<file path="src/rsir_pkg.sv">
package rsir_pkg;

   // ----------------------------------------------------------------
   // register map
   // ----------------------------------------------------------------
   localparam logic [7:0]  FAULT_LOOP_OFF = 8'h3A;
   localparam logic [7:0]  MODE_STATE_OFF = 8'h4D;
   localparam logic [15:0] UNMAPPED_VAL   = 16'h0000;

   // ----------------------------------------------------------------
   // fault_and_loop_status fields
   // ----------------------------------------------------------------
   localparam int FS_CUR_LIMIT_BIT = 7;
   localparam int FS_ADP_OV_BIT    = 8;
   localparam int FS_OTP_BIT       = 9;
   localparam int FS_UV_BIT        = 10;
   localparam int FS_OV_BIT        = 11;
   localparam int FS_WOC_BIT       = 12;
   localparam int FS_STICKY_N      = 6;
   localparam int FS_LOOP_LSB      = 13;
   localparam int FS_LOOP_MSB      = 14;
   localparam int FS_REF_BIT       = 15;

   localparam logic [1:0] LOOP_VOLTAGE   = 2'h0;
   localparam logic [1:0] LOOP_SYS_CUR   = 2'h1;
   localparam logic [1:0] LOOP_ADP_CUR   = 2'h2;
   localparam logic [1:0] LOOP_INPUT_VLT = 2'h3;

   // ----------------------------------------------------------------
   // mode_and_state_status fields
   // ----------------------------------------------------------------
   localparam int MS_PROG_LSB  = 0;
   localparam int MS_PROG_MSB  = 4;
   localparam int MS_MODE_LSB  = 5;
   localparam int MS_MODE_MSB  = 7;
   localparam int MS_STATE_LSB = 8;
   localparam int MS_STATE_MSB = 11;
   localparam int MS_FWD_BIT   = 14;

   localparam logic [2:0] MODE_FWD_BOOST = 3'h1;
   localparam logic [2:0] MODE_FWD_BUCK  = 3'h2;
   localparam logic [2:0] MODE_FWD_BB    = 3'h3;
   localparam logic [2:0] MODE_REV_BOOST = 3'h5;
   localparam logic [2:0] MODE_REV_BUCK  = 3'h6;
   localparam logic [2:0] MODE_REV_BB    = 3'h7;

   localparam logic [3:0] SM_RESET               = 4'h0;
   localparam logic [3:0] SM_REVERSE_SUPPLY_RDY  = 4'h1;
   localparam logic [3:0] SM_FORWARD_RUN_MODE    = 4'h5;
   localparam logic [3:0] SM_REVERSE_SUPPLY_MODE = 4'h7;
   localparam logic [3:0] SM_FORWARD_READY_STATE = 4'hA;

   // ----------------------------------------------------------------
   // serial link
   // ----------------------------------------------------------------
   // slave address value is arbitrary
   localparam logic [6:0] SLAVE_ADDR = 7'h2C;
   localparam logic [3:0] BITS_PER_BYTE = 4'h8;
   localparam logic [3:0] LAST_TX_BIT   = 4'h7;

   typedef enum logic [2:0] {
      ST_IDLE = 3'h0,
      ST_ADDR = 3'h1,
      ST_ACK  = 3'h3,
      ST_CMD  = 3'h2,
      ST_WDAT = 3'h6,
      ST_TX   = 3'h7,
      ST_RACK = 3'h5
   } rsir_state_t;

endpackage

</file>
<file path="src/rsir_status_regs.sv">
// Behaviour
// RQ1: bit 7 of the fault register goes to 1 once current limiting is entered or left.
// RQ2: bit 8 of the fault register reads 1 after an adapter-side overvoltage fault.
// RQ3: bit 9 of the fault register reads 1 after an over-temperature fault.
// RQ4: bit 10 of the fault register reads 1 after an output undervoltage fault.
// RQ5: bit 11 of the fault register reads 1 after an output overvoltage fault.
// RQ6: bit 12 of the fault register reads 1 after a way-overcurrent fault.
// RQ7: bits 14:13 of the fault register give the active control loop.
// RQ8: bit 15 of the fault register is 1 while the reference is active.
// RQ9: bits 4:0 of the mode register give the programming-resistor code.
// RQ10: bits 7:5 of the mode register give the conversion mode.
// RQ11: bits 11:8 of the mode register give the state-machine state.
// RQ12: bit 14 of the mode register is 1 while forward switching is enabled.
// RQ13: unused bits read 0 and host writes change nothing.
`timescale 1ns/10ps
`default_nettype none

module rsir_status_regs (
   // clock and reset
   input  wire logic        core_clk,
   input  wire logic        rst_b,
   input  wire logic        clk_en,
   // serial link
   input  wire logic        scl_in,
   input  wire logic        sda_in,
   output logic             sda_out,
   output logic             sda_oe,
   // regulator status sources
   input  wire logic        cur_limit_active,
   input  wire logic        adapter_side_overvoltage,
   input  wire logic        over_temp_fault,
   input  wire logic        output_undervoltage_fault,
   input  wire logic        output_overvoltage_fault,
   input  wire logic        way_overcurrent_fault,
   input  wire logic [1:0]  active_loop,
   input  wire logic        ref_active,
   input  wire logic [4:0]  prog_code,
   input  wire logic [2:0]  conv_mode,
   input  wire logic [3:0]  sm_state,
   input  wire logic        fwd_switch_en,
   // register images
   output logic [15:0]      fault_status_r,
   output logic [15:0]      mode_status_r
);

   // ----------------------------------------------------------------
   // declarations
   // ----------------------------------------------------------------
   rsir_pkg::rsir_state_t         st_r;
   rsir_pkg::rsir_state_t         ack_src_r;
   logic                          scl_rise;
   logic                          scl_fall;
   logic                          start_det;
   logic                          stop_det;
   logic [7:0]                    sh_r;
   logic [7:0]                    cmd_r;
   logic [7:0]                    tx_r;
   logic [3:0]                    cnt_r;
   logic                          rd_r;
   logic                          byte_sel_r;
   logic                          nack_r;
   logic [15:0]                   snap_r;
   logic [15:0]                   sel_word;
   logic                          cl_prev_r;
   logic                          load_snap;
   logic [rsir_pkg::FS_STICKY_N-1:0] ev;
   logic [rsir_pkg::FS_STICKY_N-1:0] clr;
   logic [rsir_pkg::FS_STICKY_N-1:0] sticky_nxt;

   rsir_line_events u_line (
      .core_clk  (core_clk),
      .rst_b     (rst_b),
      .clk_en    (clk_en),
      .scl_in    (scl_in),
      .sda_in    (sda_in),
      .scl_rise  (scl_rise),
      .scl_fall  (scl_fall),
      .start_det (start_det),
      .stop_det  (stop_det)
   );

   // ----------------------------------------------------------------
   // status capture
   // ----------------------------------------------------------------
   assign ev = {way_overcurrent_fault, output_overvoltage_fault,
                output_undervoltage_fault, over_temp_fault,
                adapter_side_overvoltage,
                cur_limit_active ^ cl_prev_r}; // see RQ1

   // reading the fault word clears what it reported; a new event wins
   assign clr = load_snap ? fault_status_r[rsir_pkg::FS_WOC_BIT:
                                           rsir_pkg::FS_CUR_LIMIT_BIT]
                          : '0;

   genvar gi;
   generate
      for (gi = 0; gi < rsir_pkg::FS_STICKY_N; gi++) begin : g_sticky
         assign sticky_nxt[gi] = ev[gi] |
            (fault_status_r[rsir_pkg::FS_CUR_LIMIT_BIT + gi] & ~clr[gi]);
      end
   endgenerate

   always_ff @(posedge core_clk or negedge rst_b) begin
      if (!rst_b) begin
         cl_prev_r <= 1'b0;
      end else if (clk_en) begin
         cl_prev_r <= cur_limit_active;
      end
   end

   always_ff @(posedge core_clk or negedge rst_b) begin
      if (!rst_b) begin
         fault_status_r <= 16'h0000;
      end else if (clk_en) begin
         fault_status_r <= {ref_active,                    // see RQ8
                            active_loop,                   // see RQ7
                            sticky_nxt,  // see RQ2 RQ3 RQ4 RQ5 RQ6
                            7'h00};                        // see RQ13
      end
   end

   always_ff @(posedge core_clk or negedge rst_b) begin
      if (!rst_b) begin
         mode_status_r <= 16'h0000;
      end else if (clk_en) begin
         mode_status_r <= {1'b0,
                           fwd_switch_en,                  // see RQ12
                           2'h0,                           // see RQ13
                           sm_state,                       // see RQ11
                           conv_mode,                      // see RQ10
                           prog_code};                     // see RQ9
      end
   end

   // ----------------------------------------------------------------
   // serial slave
   // ----------------------------------------------------------------
   always_comb begin
      case (cmd_r)
         rsir_pkg::FAULT_LOOP_OFF: sel_word = fault_status_r;
         rsir_pkg::MODE_STATE_OFF: sel_word = mode_status_r;
         default:                  sel_word = rsir_pkg::UNMAPPED_VAL;
      endcase
   end

   assign load_snap = clk_en & ~start_det & ~stop_det & scl_fall &
                      (st_r == rsir_pkg::ST_ACK) &
                      (ack_src_r == rsir_pkg::ST_ADDR) & rd_r &
                      (cmd_r == rsir_pkg::FAULT_LOOP_OFF);

   always_ff @(posedge core_clk or negedge rst_b) begin
      if (!rst_b) begin
         sda_out <= 1'b0;
      end else if (clk_en) begin
         sda_out <= 1'b0;
      end
   end

   always_ff @(posedge core_clk or negedge rst_b) begin
      if (!rst_b) begin
         st_r       <= rsir_pkg::ST_IDLE;
         ack_src_r  <= rsir_pkg::ST_IDLE;
         sh_r       <= 8'h00;
         cmd_r      <= 8'h00;
         tx_r       <= 8'h00;
         cnt_r      <= 4'h0;
         rd_r       <= 1'b0;
         byte_sel_r <= 1'b0;
         nack_r     <= 1'b0;
         snap_r     <= 16'h0000;
         sda_oe     <= 1'b0;
      end else if (clk_en) begin
         if (stop_det) begin
            st_r   <= rsir_pkg::ST_IDLE;
            sda_oe <= 1'b0;
         end else if (start_det) begin
            st_r   <= rsir_pkg::ST_ADDR;
            cnt_r  <= 4'h0;
            sda_oe <= 1'b0;
         end else begin
            case (st_r)
               rsir_pkg::ST_ADDR,
               rsir_pkg::ST_CMD,
               rsir_pkg::ST_WDAT: begin
                  if (scl_rise) begin
                     sh_r  <= {sh_r[6:0], sda_in};
                     cnt_r <= cnt_r + 4'h1;
                  end else if (scl_fall &&
                               cnt_r == rsir_pkg::BITS_PER_BYTE) begin
                     cnt_r     <= 4'h0;
                     ack_src_r <= st_r;
                     if (st_r != rsir_pkg::ST_ADDR ||
                         sh_r[7:1] == rsir_pkg::SLAVE_ADDR) begin
                        st_r   <= rsir_pkg::ST_ACK;
                        sda_oe <= 1'b1;
                     end else begin
                        st_r <= rsir_pkg::ST_IDLE;
                     end
                     if (st_r == rsir_pkg::ST_ADDR) begin
                        rd_r <= sh_r[0];
                     end
                     if (st_r == rsir_pkg::ST_CMD) begin
                        cmd_r <= sh_r;
                     end
                  end
               end
               rsir_pkg::ST_ACK: begin
                  if (scl_fall) begin
                     case (ack_src_r)
                        rsir_pkg::ST_ADDR: begin
                           if (rd_r) begin
                              // whole word frozen so both bytes agree
                              snap_r     <= sel_word;
                              tx_r       <= sel_word[7:0];
                              byte_sel_r <= 1'b0;
                              sda_oe     <= ~sel_word[7];
                              st_r       <= rsir_pkg::ST_TX;
                           end else begin
                              sda_oe <= 1'b0;
                              st_r   <= rsir_pkg::ST_CMD;
                           end
                        end
                        default: begin
                           // written data is acked and dropped
                           sda_oe <= 1'b0;
                           st_r   <= rsir_pkg::ST_WDAT;    // see RQ13
                        end
                     endcase
                  end
               end
               rsir_pkg::ST_TX: begin
                  if (scl_fall) begin
                     if (cnt_r == rsir_pkg::LAST_TX_BIT) begin
                        cnt_r  <= 4'h0;
                        sda_oe <= 1'b0;
                        st_r   <= rsir_pkg::ST_RACK;
                     end else begin
                        cnt_r  <= cnt_r + 4'h1;
                        tx_r   <= {tx_r[6:0], 1'b0};
                        sda_oe <= ~tx_r[6];
                     end
                  end
               end
               rsir_pkg::ST_RACK: begin
                  if (scl_rise) begin
                     nack_r <= sda_in;
                  end else if (scl_fall) begin
                     if (nack_r) begin
                        st_r <= rsir_pkg::ST_IDLE;
                     end else begin
                        // word repeats low, high, low... until nack
                        byte_sel_r <= ~byte_sel_r;
                        tx_r   <= byte_sel_r ? snap_r[7:0] : snap_r[15:8];
                        sda_oe <= byte_sel_r ? ~snap_r[7] : ~snap_r[15];
                        st_r   <= rsir_pkg::ST_TX;
                     end
                  end
               end
               rsir_pkg::ST_IDLE: begin
                  sda_oe <= 1'b0;
               end
               default: begin
                  st_r   <= rsir_pkg::ST_IDLE;
                  sda_oe <= 1'b0;
               end
            endcase
         end
      end
   end
endmodule // rsir_status_regs

`default_nettype wire

</file>
<file path="src/rsir_line_events.sv">
`timescale 1ns/10ps
`default_nettype none

module rsir_line_events (
   // clock and reset
   input  wire logic core_clk,
   input  wire logic rst_b,
   input  wire logic clk_en,
   // link lines
   input  wire logic scl_in,
   input  wire logic sda_in,
   // line events
   output logic      scl_rise,
   output logic      scl_fall,
   output logic      start_det,
   output logic      stop_det
);

   logic scl_q_r;
   logic sda_q_r;

   always_ff @(posedge core_clk or negedge rst_b) begin
      if (!rst_b) begin
         scl_q_r <= 1'b1;
         sda_q_r <= 1'b1;
      end else if (clk_en) begin
         scl_q_r <= scl_in;
         sda_q_r <= sda_in;
      end
   end

   assign scl_rise  = scl_in & ~scl_q_r;
   assign scl_fall  = ~scl_in & scl_q_r;
   // sda moving while scl stays high frames a transfer
   assign start_det = scl_in & scl_q_r & sda_q_r & ~sda_in;
   assign stop_det  = scl_in & scl_q_r & ~sda_q_r & sda_in;

endmodule // rsir_line_events

`default_nettype wire

</file>
<file path="config.mk">
export PLATFORM = sky130hd
export DESIGN_NAME = rsir_status_regs
export DESIGN_NICKNAME = d
export VERILOG_FILES = /design/src/rsir_pkg.sv /design/src/rsir_status_regs.sv /design/src/rsir_line_events.sv
export SDC_FILE = /design/constraint.sdc
export NUM_CORES = 1
export LEC_CHECK = 0
export BUFFER_PORTS_ARGS = -buffer_cell sky130_fd_sc_hd__buf_2
export CAP_MARGIN = 10
export CORE_MARGIN = 2
export CORE_UTILIZATION = 45
export CTS_CLUSTER_SIZE = 14
export DETAILED_ROUTE_END_ITERATION = 12
export MAX_ROUTING_LAYER = met4
export PLACE_DENSITY = 0.68
export SYNTH_ARGS = -nofsm -noshare
export SYNTH_HDL_FRONTEND = slang
export SYNTH_HIERARCHICAL = 1
export SYNTH_SLANG_ARGS = --single-unit
</file>
<file path="constraint.sdc">
create_clock -name core_clk -period 2.5 [get_ports core_clk]
set_input_delay 0.5 -clock core_clk [delete_from_list [all_inputs] [get_ports core_clk]]
set_output_delay 0.5 -clock core_clk [all_outputs]
set_load 0.005 [all_outputs]
</file>
==> metrics, run 1 <==
Relative slew margins=about 60%; CTS Buf Count=9; initial antenna violation count=0; worst hold path type=input pin to asynchronous set/reset pin; Antenna Nets Post-Route=0; Layout Skew=0.009756 ns; setup tns final=0 ns; Total Power=2.450 mW; Initial Util=45.74%; top post-synthesis cells by area=dfrtp_1, mux2_2, o21ai_0, nand2_1, nor2_1; flops & latches, synth=78; row count=34; Final setup viols=0; I/O Buffers=49; Worst Path Arrival=2.49 ns; Top Ports=61; largest stage delay on the critical path=~0.56 ns; crit path launch type=flop; Post-synth top cells=dfrtp_1, mux2_2, nand2_1; Max Cap Viol=0; worst path cell trace=nor2b_1 -> buf_4 -> and4b_1 -> buf_4 -> nand3b_1 -> nor2_1 -> nand2_1 -> mux2_2; Core ar.=8636 um^2; synth warn=6; Syn Area/Cell=between 10 and 15 um^2; most frequent CP cell=buf_4; largest net degree at the start of global routing=33; root buffer cell=clkbuf_8; first-pass GRT wire length=around 15 mm; nets@finish=457; n_diodes=0; fmax=442.3 MHz; number of gates resized after cts=0; DIE WIDTH=97.69 um; layout cells sized above 1=32.79%; status=completed; Max FO, Critical Path=11; vias in the first global route=2,943; routed vias/inst=5.542; vias=2,998; clock buffer depth=2; DIE AREA=9543 um^2; Chip Height=97.69 um; RSZ-0062 raised after global routing=false; asr flop ratio synth=between 90% and 100%; maximum vdd drop=306.8 uV; H-tree Lvls=3; Hold Vio Cnt, Final=0; slowest CP cell=dfstp_2; Clock Sinks=78; Unique masters post-synth=55; CP required=2.73 ns; Slew @ Worst Pin=0.5813 ns; total global-route track usage=19.78%; Lkg Pwr=2.089 nW; PD cells=541.8 nW/um^2; Starting DRT DRC Count=approximately 260; Final Wtd Congestion=0.9121; top-count cell post-synth=dfrtp_1; post-DR wirelength/cell=15.98 um; Mapped Area=3950 um^2; clock slew at reported path FFs=0.08 ns; Post-CTS Setup Inserts=0; # DRC=0; CTS tree=built; Final period util=90.44%; Yosys top cell by area=dfrtp_1; EDFF count, synth=0; CP endpoint kind=flop; post-detail-place hpwl=6.299 mm; Worst Setup Path Type=flop to flop; top-area cell type share of the netlist area=48.15%; count of hold buffers inserted by post-cts repair=0; DRT Pass-1 Iters=5; Post-Route WL=around 8.6 mm; Cells after Synth=370; Area Overhead vs Synth=14.48%; Worst-Skew Late Latency=0.35 ns; Buf/Inv on CP=2; Period minus WS final=2.261 ns; Worst path top cell family by delay=simple AND/OR/NAND/NOR gates; Pins Over Slew Limit=0; post-synthesis sequential area ratio=49.48%; Synth Flop Type=dfrtp_1; grt total ovfl=0
==> flip-flops by register name, indices dropped and copies added, names as in the netlist <==
| register | flops |
|---|---|
| fault_status_r | 9 |
| rd_r | 1 |
| ack_src_r | 3 |
| st_r | 3 |
| u_line/scl_q_r | 1 |
| byte_sel_r | 1 |
| nack_r | 1 |
| snap_r | 16 |
| sh_r | 8 |
| cnt_r | 4 |
| mode_status_r | 13 |
| u_line/sda_q_r | 1 |
| tx_r | 7 |
| cmd_r | 8 |
| cl_prev_r | 1 |
| sda_oe | 1 |
==> cell families after synthesis <==
| family | after synthesis | share of synthesized area, % |
|---|---|---|
| AND/OR/NAND/NOR | 107 | 14.00 |
| flip-flops | 78 | 49.48 |
| AO/OA/AOI/OAI | 77 | 13.49 |
| multiplexers | 55 | 15.71 |
| buffers and inverters | 48 | 6.145 |
| adder cells (fa/ha/maj) | 2 | 0.6334 |
| XOR/XNOR | 2 | 0.4435 |
| other | 1 | 0.09494 |
==> worst paths after layout <==
| path | end | from | depth (start not counted) | slack, ns |
|---|---|---|---|---|
| worst max-delay path | cmd_r[2] | u_line/scl_q_r | 8 | 0.24 |
| worst min-delay path | nack_r | rst_b | 1 | 0.09 |
| worst max register to register | cmd_r[2] | u_line/scl_q_r | 8 | 0.24 |
| worst min register to register | snap_r[1] | snap_r[1] | 2 | 0.48 |
| max in group asynchronous | snap_r[0] | rst_b | 2 | 1.82 |
| min in group core_clk | mode_status_r[10] | sm_state[2] | 2 | 0.38 |
==> cells in the final DEF, fill, tap and decap left out, types with 4 or more instances in the layout <==
master	synthesis	layout
dfrtp_1	76	76
a222oi_1	6	6
mux2_2	44	44
inv_1	16	16
nand3_1	6	6
mux2i_1	8	8
clkbuf_8	0	9
a21oi_1	5	5
o21ai_0	32	32
a22oi_1	6	6
nand2_1	38	38
buf_4	11	20
nor2b_1	7	7
o31ai_1	4	4
conb_1	1	11
a22o_1	5	5
buf_2	5	48
nor2_1	28	28
==> per-layer routing <==
metal  part of all wire (%)  global-route usage, %
met5                      0                      -
met4                    2.0                  7.265
met3                    4.6                  2.806
met2                     46                  29.44
met1                     48                  27.82
==> metrics by stage <==
step | utilization, % | hold slack [ns] | setup WS, ns | cell area [um^2] | instances
floorplan | - | 0.2044 | 0.1539 | 3988 | 380
global placement | 50.38 | 0.4579 | 0.1750 | 4350 | 525
detailed placement | 50.38 | 0.4665 | 0.1256 | 4350 | 525
CTS | 52.29 | 0.09265 | 0.1813 | 4516 | 541
global route | 52.36 | 0.1132 | 0.07853 | 4522 | 541
finish | 52.36 | 0.08632 | 0.2391 | 4522 | 541
==> final cells by class <==
cell class	instances	area (um^2)
multi-input cells	254	1797
clock buffers	11	131.4
flip-flops and latches	78	1954
well taps	108	135.1
inverters	16	60.06
clock inverters	5	33.78
fillers	763	4114
repair buffers	69	410.4
==> where the power goes <==
| group | switching, mW | internal, mW |
|---|---|---|
| logic | 0.143 | 0.122 |
| registers | 0.0484 | 1.32 |
| clock network | 0.459 | 0.361 |
| total | 0.651 | 1.80 |
Power figures use the tool's default switching activity.
==> run 2: changes to the inputs <==
--- a/config.mk
+++ b/config.mk
@@ -7,7 +7,7 @@
 export LEC_CHECK = 0
 export BUFFER_PORTS_ARGS = -buffer_cell sky130_fd_sc_hd__buf_2
 export CAP_MARGIN = 10
-export CORE_MARGIN = 2
+export CORE_MARGIN = 3
 export CORE_UTILIZATION = 45
 export CTS_CLUSTER_SIZE = 14
 export DETAILED_ROUTE_END_ITERATION = 12
==> run 2 against run 1 <==
Compared with the run above:
- clock skew up 0.0012 ns
- count of clock-buffer cells in the layout down 2
- register-to-register slack about the same
- sequential share of layout area down 0.40 points
- largest power group unchanged
- first-iteration DRC count down 3.9%
- critical path depth down 2
==> metrics, run 2 (same netlist as run 1, synthesis figures left out) <==
status=completed; Worst-Skew Late Latency=0.36 ns (about the same); post-DR wirelength/cell=15.99 um (about the same); number of gates resized after cts=0 (unchanged); DIE WIDTH=99.69 um (+2.0%); post-detail-place hpwl=6.075 mm (-3.6%); P_sw=0.7025 mW (+7.9%); flip-flop and latch area=1954 um^2 (unchanged); Post-CTS Setup Inserts=0 (unchanged); Area Overhead vs Synth=15.55%; I/O Buffers=49 (unchanged); Initial Util=47.13% (+1.4 points); CTS tree=built; Worst Setup Path Type=flop to flop; Top Ports=61 (unchanged); Largest Register=snap_r; initial antenna violation count=0 (unchanged); nets@finish=455 (-0.44%); root buffer cell=clkbuf_8; RSZ-0062 raised after global routing=false; largest net degree at the start of global routing=48 (+45%); Hold WS=0.06050 ns (-0.02581 ns); Slew @ Worst Pin=0.6607 ns (+0.07947 ns); worst setup margin=0.2436 ns (+0.004491 ns); n_diodes=0 (unchanged); first-pass GRT wire length=14.18 mm (-3.9%); largest registers=snap_r: 16 flops, mode_status_r: 13 flops, fault_status_r: 9 flops; count of hold buffers inserted by post-cts repair=0 (unchanged); Final period util=90.26% (-0.18 points); PD cells=595.1 nW/um^2 (+9.8%); clock share of power=40.1% (+6.6 points); Int Power=2.014 mW (+12%); Post-Route WL=8.571 mm (-0.86%); Worst Path Arrival=2.51 ns (+0.02 ns); Comb power frac=9.6% (-1.2 points); layout cells sized above 1=32.95% (+0.15 points); Util after Layout=54.46% (+2.1 points); Starting DRT DRC Count=245 (-3.9%); multi-input logic area=1797 um^2 (unchanged); Chip Height=99.69 um (+2.0%); DRT Pass-1 Iters=7 (+2); Switching Fraction=25.87% (-0.70 points); most common cell after layout, fill and taps aside=dfrtp_1; Lkg Pwr=2.114 nW (+1.2%); Antenna Nets Post-Route=0 (unchanged); Pins Over Slew Limit=0 (unchanged); Flop pwr share=50.3% (-5.4 points); vias=2,996 (-0.067%); clock slew at reported path FFs=0.09 ns (about the same); Final setup viols=0 (unchanged); total global-route track usage=18.41% (-1.4 points); row count=33 (-2.9%); Hold Vio Cnt, Final=0 (unchanged); post-place setup slack=0.1678 ns (+0.04220 ns); Total Power=2.716 mW (+11%); maximum vdd drop=380.2 uV (+24%); Relative slew margins=55.39% (-5.9 points); Max Cap Viol=0 (unchanged); fill count=756 (-0.92%); worst hold path type=input pin to asynchronous set/reset pin; H-tree Lvls=3 (unchanged); CP endpoint kind=flop; routed vias/inst=5.590 (+0.87%); commonest cells after routing, fill and taps aside=dfrtp_1, buf_2, mux2_2; clock buffer depth=2 (unchanged); Final Wtd Congestion=0.9322 (+2.2%); fmax=443.2 MHz (+0.20%); Max FO, Critical Path=6 (-5); Core ar.=8382 um^2 (-2.9%); setup tns final=0 ns (unchanged); crit path launch type=flop; # DRC=0 (unchanged); CP required=2.76 ns (+0.03 ns); vias in the first global route=2,908 (-1.2%); Largest register FFs=16 (unchanged); CTS Buf Count=9 (unchanged); DIE AREA=9938 um^2 (+4.1%); Layout Skew=0.01091 ns (+0.001152 ns); Period minus WS final=2.256 ns (-0.004491 ns); Clock Sinks=78 (unchanged); grt total ovfl=0 (unchanged)
==> run 2: changes by cell type in the layout (fill, tap and decap cells not counted), sizes merged <==
| cell | change |
|---|---|
| clkbuf | -2 |
| clkinvlp | -2 |
| inv | +3 |
| bufinv | +2 |
| clkinv | -1 |
| buf | -2 |
==> run 2: path summary, 6_finish.rpt <==
check | start | to | slack, ns | cells past startpoint
hold / removal | rst_b | mode_status_r[2] | 0.06 | 1
setup reg to reg | u_line/scl_q_r | cnt_r[1] | 0.24 | 6
max in group asynchronous | rst_b | u_line/scl_q_r | 1.79 | 2
min in group core_clk | output_undervoltage_fault | fault_status_r[10] | 0.36 | 2
hold reg to reg | snap_r[3] | snap_r[3] | 0.48 | 2
setup / recovery | u_line/scl_q_r | cnt_r[1] | 0.24 | 6
==> run 2: layout make-up <==
class	count	share of cell area [%]
clock buffer	9	2.714
clock inverter	7	2.248
inverter	16	1.316
multi-input combinational	254	39.36
sequential	78	42.82
tap	105	2.878
timing repair buffer	67	8.662
==> run 2: routing by layer <==
metal | GRT usage (%) | part of all wire [%] | vias up | wire length (um)
met5 | - | 0 | - | 0
met4 | 6.933 | 1.8 | 0 | 157
met2 | 26.99 | 45 | 120 | 3882
li1 | - | - | 1416 | -
met1 | 25.54 | 47 | 1440 | 4022
met3 | 3.296 | 5.9 | 20 | 508
==> run 2: through the flow <==
| step | std cells | instance area, um^2 |
|---|---|---|
| after detailed placement | 520 | 4332 |
| after global placement | 520 | 4332 |
| after floorplan | 380 | 3988 |
| after CTS | 536 | 4558 |
| final | 536 | 4564 |
| after global routing | 536 | 4564 |
==> run 2: power by group through the flow <==
stage                     clock (mW)  combinational, mW  sequential (mW)
after CTS                       1.12              0.263             1.37
after detailed placement           0              0.262             1.39
after floorplan                    0              0.158             1.38
after global routing            1.16              0.291             1.38
after global placement             0              0.254             1.39
final                           1.09              0.260             1.37
==> run 2: worst max-delay path, cell delays in order (launching register included) <==
cell,delay [ns]
dfstp_2,0.57
nor2b_1,0.30
and4b_1,0.26
buf_4,0.14
o21ai_0,0.09
a211oi_2,0.41
mux2_2,0.38
